$ cat config.mk
export PLATFORM = sky130hd
export DESIGN_NAME = bcwr_bus_cycle
export DESIGN_NICKNAME = d
export VERILOG_FILES = /design/src/logic/bcwr_ready_sync.v /design/src/logic/bcwr_bus_cycle.v
export VERILOG_INCLUDE_DIRS = /design/src /design/src/inc
export SDC_FILE = /design/constraint.sdc
export NUM_CORES = 1
export LEC_CHECK = 0
export BUFFER_PORTS_ARGS = -buffer_cell sky130_fd_sc_hd__buf_2
export CAP_MARGIN = 20
export CORE_AREA = 3 3 40 42
export CTS_BUF_LIST = sky130_fd_sc_hd__clkbuf_4 sky130_fd_sc_hd__clkbuf_8
export DETAILED_ROUTE_END_ITERATION = 16
export DIE_AREA = 0 0 43 45
export PLACE_DENSITY = 0.62
export SETUP_SLACK_MARGIN = 0.3
export SYNTH_ARGS = -nofsm -noshare
export SYNTH_HDL_FRONTEND = slang
export SYNTH_HIERARCHICAL = 1
export SYNTH_SLANG_ARGS = --single-unit
$ cat constraint.sdc
create_clock -name sys_clk -period 1.5 [get_ports sys_clk]
set_input_delay 0.075 -clock sys_clk [delete_from_list [all_inputs] [get_ports sys_clk]]
set_output_delay 0.075 -clock sys_clk [all_outputs]
set_load 0.005 [all_outputs]
$ cat src/inc/bcwr_map.vh
`ifndef BCWR_MAP_VH
`define BCWR_MAP_VH
// ****************************************
// bus states
// ****************************************
`define BCWR_ST_IDLE  3'h0
`define BCWR_ST_ONE   3'h1
`define BCWR_ST_TWO   3'h2
`define BCWR_ST_THREE 3'h3
`define BCWR_ST_WAIT  3'h4
`define BCWR_ST_FOUR  3'h5
// ****************************************
// reset values
// ****************************************
`define BCWR_READY_RST 1'b0
`define BCWR_SYNC_RST  2'h0
`define BCWR_EN_SYNC_RST 2'h3
`define BCWR_FLAG_RST    1'h0
`endif

$ cat src/logic/bcwr_ready_sync.v
`timescale 1ns/1ps
`default_nettype none
`include "bcwr_map.vh"
// ****************************************
// ready synchronizer
// ****************************************
module bcwr_ready_sync (
  input  wire sys_clk,
  input  wire rst_b,
  input  wire ready_source_a,
  input  wire ready_source_b,
  input  wire ready_source_a_enable_n,
  input  wire ready_source_b_enable_n,
  output reg  ready_q
);
  reg  [1:0] rdy_sync_q;
  reg  [1:0] en_n_sync_q;
  reg  [1:0] rdy_meta_q;
  reg  [1:0] en_n_meta_q;
  wire       ready_d;

  // pins cross into the clock domain through two flops before gating
  always @(posedge sys_clk or negedge rst_b) begin
    if (!rst_b) begin
      rdy_meta_q  <= `BCWR_SYNC_RST;
      rdy_sync_q  <= `BCWR_SYNC_RST;
      // enables come up disabled so nothing looks ready before the pins cross
      en_n_meta_q <= `BCWR_EN_SYNC_RST;
      en_n_sync_q <= `BCWR_EN_SYNC_RST;
    end else begin
      rdy_meta_q  <= {ready_source_b, ready_source_a};
      rdy_sync_q  <= rdy_meta_q;
      en_n_meta_q <= {ready_source_b_enable_n, ready_source_a_enable_n};
      en_n_sync_q <= en_n_meta_q;
    end
  end

  assign ready_d = (rdy_sync_q[0] & ~en_n_sync_q[0]) |
                   (rdy_sync_q[1] & ~en_n_sync_q[1]);

  // one register per clock: output holds for the whole period
  always @(posedge sys_clk or negedge rst_b) begin
    if (!rst_b) begin
      ready_q <= `BCWR_READY_RST;
    end else begin
      ready_q <= ready_d;
    end
  end
endmodule
`default_nettype wire

$ cat src/logic/bcwr_bus_cycle.v
// Operation
// - ready inactive when sampled inserts wait states until active
// - two ready inputs, each qualified by its own active-low enable
// - gated readies ORed and registered every clock
// - synchronized ready changes only at clock edge, holds whole period
// - wait states sit between three and four: four clocks plus one per wait
`timescale 1ns/1ps
`default_nettype none
`include "bcwr_map.vh"
module bcwr_bus_cycle (
  input  wire       sys_clk,
  input  wire       rst_b,
  input  wire       cycle_request,
  input  wire       ready_source_a,
  input  wire       ready_source_b,
  input  wire       ready_source_a_enable_n,
  input  wire       ready_source_b_enable_n,
  output reg  [2:0] bus_state_q,
  output reg        wait_state_q,
  output reg        cycle_done_q,
  output reg        ready_out_q
);
  // ****************************************
  // state codes
  // ****************************************
  localparam [2:0] ST_IDLE  = `BCWR_ST_IDLE;
  localparam [2:0] ST_ONE   = `BCWR_ST_ONE;
  localparam [2:0] ST_TWO   = `BCWR_ST_TWO;
  localparam [2:0] ST_THREE = `BCWR_ST_THREE;
  localparam [2:0] ST_WAIT  = `BCWR_ST_WAIT;
  localparam [2:0] ST_FOUR  = `BCWR_ST_FOUR;

  // ****************************************
  // reset values
  // ****************************************
  localparam [2:0] STATE_RST = `BCWR_ST_IDLE;
  localparam       FLAG_RST  = `BCWR_FLAG_RST;
  localparam       READY_RST = `BCWR_READY_RST;

  // ****************************************
  // ready path
  // ****************************************
  wire ready_sync;

  bcwr_ready_sync u_sync (
    .sys_clk                 (sys_clk),
    .rst_b                   (rst_b),
    .ready_source_a          (ready_source_a),
    .ready_source_b          (ready_source_b),
    .ready_source_a_enable_n (ready_source_a_enable_n),
    .ready_source_b_enable_n (ready_source_b_enable_n),
    .ready_q                 (ready_sync)
  );

  // ****************************************
  // request synchronizer
  // ****************************************
  reg req_meta_q;
  reg req_sync_q;

  always @(posedge sys_clk or negedge rst_b) begin
    if (!rst_b) begin
      req_meta_q <= 1'b0;
      req_sync_q <= 1'b0;
    end else begin
      req_meta_q <= cycle_request;
      req_sync_q <= req_meta_q;
    end
  end

  // ****************************************
  // state decode
  // ****************************************
  wire in_idle;
  wire in_three;
  wire in_wait;
  wire in_four;
  wire at_sample_point;
  wire may_start;
  wire ready_taken;

  assign in_idle         = (bus_state_q == ST_IDLE);
  assign in_three        = (bus_state_q == ST_THREE);
  assign in_wait         = (bus_state_q == ST_WAIT);
  assign in_four         = (bus_state_q == ST_FOUR);
  // ready counts only at the edges that leave three or a wait state
  assign at_sample_point = in_three | in_wait;
  // a new cycle may begin from idle or straight out of four
  assign may_start       = (in_idle | in_four) & req_sync_q;
  // ready is judged after the synchronizer, so a device must lower its pin
  // about three clocks ahead of the sample it wants to stretch
  assign ready_taken     = at_sample_point & ready_sync;

  // ****************************************
  // bus state machine
  // ****************************************
  reg [2:0] state_d;

  // ready is sampled only in three and wait; elsewhere it is ignored, so a
  // late-falling ready in a normally-ready system would end the cycle early
  always @* begin
    state_d = bus_state_q;
    case (bus_state_q)
      ST_IDLE: begin
        if (may_start) begin
          state_d = ST_ONE;
        end
      end
      ST_ONE: begin
        state_d = ST_TWO;
      end
      ST_TWO: begin
        state_d = ST_THREE;
      end
      ST_THREE: begin
        if (ready_taken) begin
          state_d = ST_FOUR;
        end else begin
          state_d = ST_WAIT;
        end
      end
      ST_WAIT: begin
        // no limit on waits: a device that never answers holds the bus
        if (ready_taken) begin
          state_d = ST_FOUR;
        end else begin
          state_d = ST_WAIT;
        end
      end
      ST_FOUR: begin
        if (may_start) begin
          state_d = ST_ONE;
        end else begin
          state_d = ST_IDLE;
        end
      end
      default: begin
        state_d = ST_IDLE;
      end
    endcase
  end

  // ****************************************
  // state register
  // ****************************************
  // idle after reset: no cycle runs until a request has crossed the synchronizer
  always @(posedge sys_clk or negedge rst_b) begin
    if (!rst_b) begin
      bus_state_q <= STATE_RST;
    end else begin
      bus_state_q <= state_d;
    end
  end

  // ****************************************
  // status flags
  // ****************************************
  // flags are decoded from the next state so that they line up with
  // bus_state_q instead of trailing it by a clock
  wire wait_state_d;
  wire cycle_done_d;

  assign wait_state_d = (state_d == ST_WAIT);
  assign cycle_done_d = (state_d == ST_FOUR);

  always @(posedge sys_clk or negedge rst_b) begin
    if (!rst_b) begin
      wait_state_q <= FLAG_RST;
    end else begin
      wait_state_q <= wait_state_d;
    end
  end

  always @(posedge sys_clk or negedge rst_b) begin
    if (!rst_b) begin
      cycle_done_q <= FLAG_RST;
    end else begin
      cycle_done_q <= cycle_done_d;
    end
  end

  // ****************************************
  // ready output
  // ****************************************
  // one more register stage keeps the output straight from a flop; it
  // lags the value the state machine judged by one clock
  wire ready_out_d;

  assign ready_out_d = ready_sync;

  always @(posedge sys_clk or negedge rst_b) begin
    if (!rst_b) begin
      ready_out_q <= READY_RST;
    end else begin
      ready_out_q <= ready_out_d;
    end
  end
endmodule
`default_nettype wire

# Word level (Yosys, flattened, before mapping)
# Index checks and enable logic that the tools add are counted.
word_totals:
  regBits: 17
  latch_bits: 0
  ram_bits: 0
  rom_bits: 0
  out_inout_bits: 6
  wordCells: 33
  memories: 0
classes:
  n_addsub: 0
  multipliers: 0
  div: 0
  magnitude_cmp: 0
  n_eq_ne: 7
  shifts: 0
  n_mux: 4
  bitwise_logic: 9
  reduce_logical: 2
op_table:
  columns: ["cell", "count"]
  rows:
  - ["3-bit case mux with 5 select lines", 1]
  - ["3-bit == test (second input constant)", 4]
  - ["3-bit by 2-bit == test with 1-bit output (second input constant)", 2]
  - ["1-bit bitwise AND", 4]
  - ["3-bit by 1-bit == test with 1-bit output (second input constant)", 1]
  - ["3-bit zero test", 1]
  - ["3-bit 2-to-1 mux", 1]
  - ["1-bit bitwise OR", 3]
  - ["1-bit 2-to-1 mux", 2]
  - ["1-bit inverter", 2]
  - ["2-bit OR reduction", 1]

# Longest topological paths before layout
logic_depth:
  ltp_word: 6
  mapped_depth: 3

# Hierarchy
# Netlist, hierarchy kept.
modules_own_cells:
  columns: ["mod", "instances", "cells_each", "area_each_um2"]
  rows:
  - ["bcwr_bus_cycle", 1, 21, 286.5]
  - ["bcwr_ready_sync", 1, 12, 250.2]

# Least setup slack after synthesis
# OpenSTA, ideal clock, no wires.
synth_path:
  path_type: "register to register"
  from: "register bus_state_q[1]"
  to: "register cycle_done_q"
  setup_time_ps: 66
  arrival_time_ps: 858
  required_ps: 1434
  path_slack_ps: 576
  stages_incl_launch_ff: 4
  n_path_buf: 0
  synth_period_minus_slack_ps: 924
  path_cell_list: "dfrtp_1 -> nand2b_1 -> o22ai_2 -> and2_1"
synth_between:
  elab_chain_cells: 6
synth_rtl:
  columns: ["element", "line_no", "source"]
  rows:
  - ["start: declaration", "bcwr_bus_cycle.v:18", "output reg [2:0] bus_state_q,"]
  - ["start signal: assignment", "bcwr_bus_cycle.v:151", "bus_state_q <= state_d;"]
  - ["3-bit == test or 3-bit zero test (tied branches)", "bcwr_bus_cycle.v:85, bcwr_bus_cycle.v:103, bcwr_bus_cycle.v:82", null]
  - ["1-bit bitwise OR", "bcwr_bus_cycle.v:89", "assign may_start = (in_idle | in_four) & req_sync_q;"]
  - ["1-bit bitwise AND", "bcwr_bus_cycle.v:89", null]
  - ["3-bit 2-to-1 mux", "bcwr_bus_cycle.v:105", "if (may_start) begin"]
  - ["3-bit case mux with 5 select lines *", "bcwr_bus_cycle.v:103", "case (bus_state_q)"]
  - ["net state_d[2]", "bcwr_bus_cycle.v:97", "reg [2:0] state_d;"]
  - ["3-bit == test *", "bcwr_bus_cycle.v:164", "assign cycle_done_d = (state_d == ST_FOUR);"]
  - ["net cycle_done_d", "bcwr_bus_cycle.v:161", "wire cycle_done_d;"]
  - ["end signal: assignment", "bcwr_bus_cycle.v:178", "cycle_done_q <= cycle_done_d;"]
  - ["end: declaration", "bcwr_bus_cycle.v:20", "output reg cycle_done_q,"]
# The timed path passes the listed nets; every way through them passes the cells marked *.

# Worst setup path in the final report
# Ends and elaborated chain as after synthesis.

==> impl_metrics.csv <==
group,metric,value,unit
status,status,"finished, final reports clean",
critical_path,critPathLaunchType,"register",
cts,post_cts_buffers,0,
floorplan,num_rows,13,
floorplan,dieWidth,43,µm
timing,finClkSkew,0.00237,ns
synthesis,ys_seq_area_frac,0.802,
cts,ctsHoldBuffers,6,
route,drcViolationCount,0,
synthesis,ys_ff_latch,17,
place,dp_hpwl,535,µm
floorplan,ios,13,
cts,cts_sinks,17,
cells_and_area,syn2layout_area_growth,31.5,%
cts,path_clk_slew,0.09,ns
timing,rsz0062_at_grt,"false",
cells_and_area,drive_gt1_frac,0.400,
synthesis,synth.avg_cell_area,16.3,µm²
global_routing,grt_pass1_wl,1.26,mm
timing,fmax,989,MHz
critical_path,arrival,1.23,ns
synthesis,ys_types,13,
power,total_power,1070,µW
route,drt_iter0_drc,0,
timing,setup_violations,0,
power,irDropWorstVdd,0.649,mV
critical_path,rr_endpoint,"cycle_done_q$_DFF_PN0_",
synthesis,synth_cells,33,
cts,clock-root-buffer,"clkbuf_4",
timing,slew_headroom,0.764,
route,num_vias,316,
synthesis,syn-num-nets,40,
critical_path,crit_required,1.72,ns
cells_and_area,fin_nets,63,
flow_run,max_cap_viol_count,0,
cells_and_area,antenna_cells,0,
critical_path,r2r_slack,0.49,ns
floorplan,initial_core_util,0.418,
route,ant_nets,0,
critical_path,path_max_fanout,5,
power,leakage,0.000344,µW
synthesis,yosysWarnings,6,
floorplan,die_y,45,µm
floorplan,coreArea,0.00128,mm²
power,p_per_area,1510,mW/mm²
timing,post-route-min-period,1.01,ns
timing,fin_crit_sh,0.674,
place,gp_congestion,0.621,
worst_hold_path,hp-class,"primary input to asynchronous set/reset pin",
critical_path,endpoint_kind,"register",
global_routing,grt_antenna_before_repair,0,
floorplan,dieArea,0.00194,mm²
cts,cts_tree,"done",
cts,cts_buffer_depth,2,
global_routing,grt_max_degree,18,
cts,ctsResizeCount,0,
global_routing,groute.usage.overall,0.0939,
global_routing,grt_pass1_vias,347,
cts,htree_levels,1,
cts,clk_latency,0.28,ns
cells_and_area,utilization,0.549,
cts,cts-buffers-inserted,3,
cells_and_area,seqCellArea,430,µm²
timing,drv_slew,0,
timing,setup_ws,0.489,ns
place,io_buffers,12,
timing,tightest_slew,0.353,ns
route,routed_via_density,4.51,
critical_path,rr_worst_depth,3,
place,dp_slack,0.494,ns
global_routing,overflow,0,
synthesis,synth_area,537,µm²
route,drt_wl_total,747,µm
timing,finalHoldViolCount,0,
route,dr.pass1.iters,1,
critical_path,worstReg2RegStart,"bus_state_q[1]$_DFF_PN0_",
timing,tns,0,ns
cells_and_area,n_fill_cell,107,
critical_path,crit_type,"register to register",
route,routedWlPerCell,10.7,µm
cells_and_area,multi_input_area,95.1,µm²
## layout make-up
cell class              instances  share of cell area
flip-flops and latches         17               0.610
multi-input cells              13               0.135
inverters                       3              0.0160
clock buffers                   4              0.0426
well taps                      15              0.0266
repair buffers                 18               0.170
## cells by family (layout without fill, tap and decap cells)
logic type | after synthesis | after routing | synth area share
multiplexers | 1 | 1 | 0.0186
buffers and inverters | 3 | 25 | 0.0210
AND/OR/NAND/NOR | 7 | 7 | 0.0699
flip-flops | 17 | 17 | 0.802
AO/OA/AOI/OAI | 4 | 4 | 0.0722
XOR/XNOR | 1 | 1 | 0.0163
## cell usage in the layout (no fill, tap or decap), drive strengths merged
cell	netlist	final
and2	1	1
dfstp	4	4
dlygate4sd3	0	6
clkbuf	0	4
and2b	1	1
nand2b	2	2
buf	0	12
o21ai	1	1
inv	3	3
a32oi	1	1
nand2	1	1
dfrtp	13	13
nor2	2	2
o22ai	2	2
xnor2	1	1
mux2i	1	1
## worst max-delay path by stage
| stage | start | end | slack [ns] | cells after the start |
|---|---|---|---|---|
| floorplan | bus_state_q[1]$_DFF_PN0_ | cycle_done_q$_DFF_PN0_ | 0.58 | 3 |
| global placement | bus_state_q[1]$_DFF_PN0_ | cycle_done_q$_DFF_PN0_ | 0.54 | 3 |
| detailed placement | bus_state_q[1]$_DFF_PN0_ | cycle_done_q$_DFF_PN0_ | 0.49 | 3 |
| CTS | bus_state_q[1]$_DFF_PN0_ | cycle_done_q$_DFF_PN0_ | 0.47 | 3 |
| global route | bus_state_q[1]$_DFF_PN0_ | cycle_done_q$_DFF_PN0_ | 0.43 | 3 |
| finish | bus_state_q[1]$_DFF_PN0_ | cycle_done_q$_DFF_PN0_ | 0.49 | 3 |
## report_power, final
group,leakage [µW],total (µW),switching [µW],internal (µW)
clock network,0.0000184,247,125,121
registers,0.000200,601,68.0,533
logic,0.000125,220,93.8,127
total,0.000344,1070,287,781
## layer usage
layer | track usage | wire, µm | share of wire | up-vias
met3 | 0.0518 | 73 | 0.098 | 2
met2 | 0.174 | 382 | 0.51 | 12
met5 | 0 | 0 | 0 | -
li1 | - | - | - | 148
met4 | 0.0723 | 4 | 0.0054 | 0
met1 | 0.0701 | 287 | 0.38 | 154
## state kept, by name, indices dropped and copies added, names as in the netlist
register	flops
cycle_done_q	1
u_sync/rdy_meta_q	2
u_sync/en_n_meta_q	2
req_sync_q	1
u_sync/ready_q	1
ready_out_q	1
u_sync/en_n_sync_q	2
wait_state_q	1
bus_state_q	3
req_meta_q	1
u_sync/rdy_sync_q	2
## through the flow
step / hold slack [ns] / instance area [µm²] / instances
after floorplan: -0.221 / 537 / 33
after detailed placement: 0.00389 / 616 / 60
after global routing: 0.236 / 706 / 70
after CTS: 0.224 / 706 / 70
final: 0.224 / 706 / 70
after global placement: -0.00358 / 616 / 60
## worst max-delay path: stages (launching register included)
cell and delay, ns:
dfrtp_1 0.43, nand2b_1 0.18, o22ai_2 0.19, and2_1 0.15
## cells in the mapped netlist
cell type	n	area share
dfrtp_1	13	0.61
nor2_1	2	0.014
and2b_1	1	0.014
o21ai_0	1	0.0093
xnor2_1	1	0.016
and2_1	1	0.012
mux2i_1	1	0.019
nand2b_1	2	0.023
nand2_1	1	0.0070
o22ai_2	2	0.047
inv_1	3	0.021
dfstp_2	4	0.20
a32oi_1	1	0.016
Note: power is estimated with default switching activity, not from simulation.
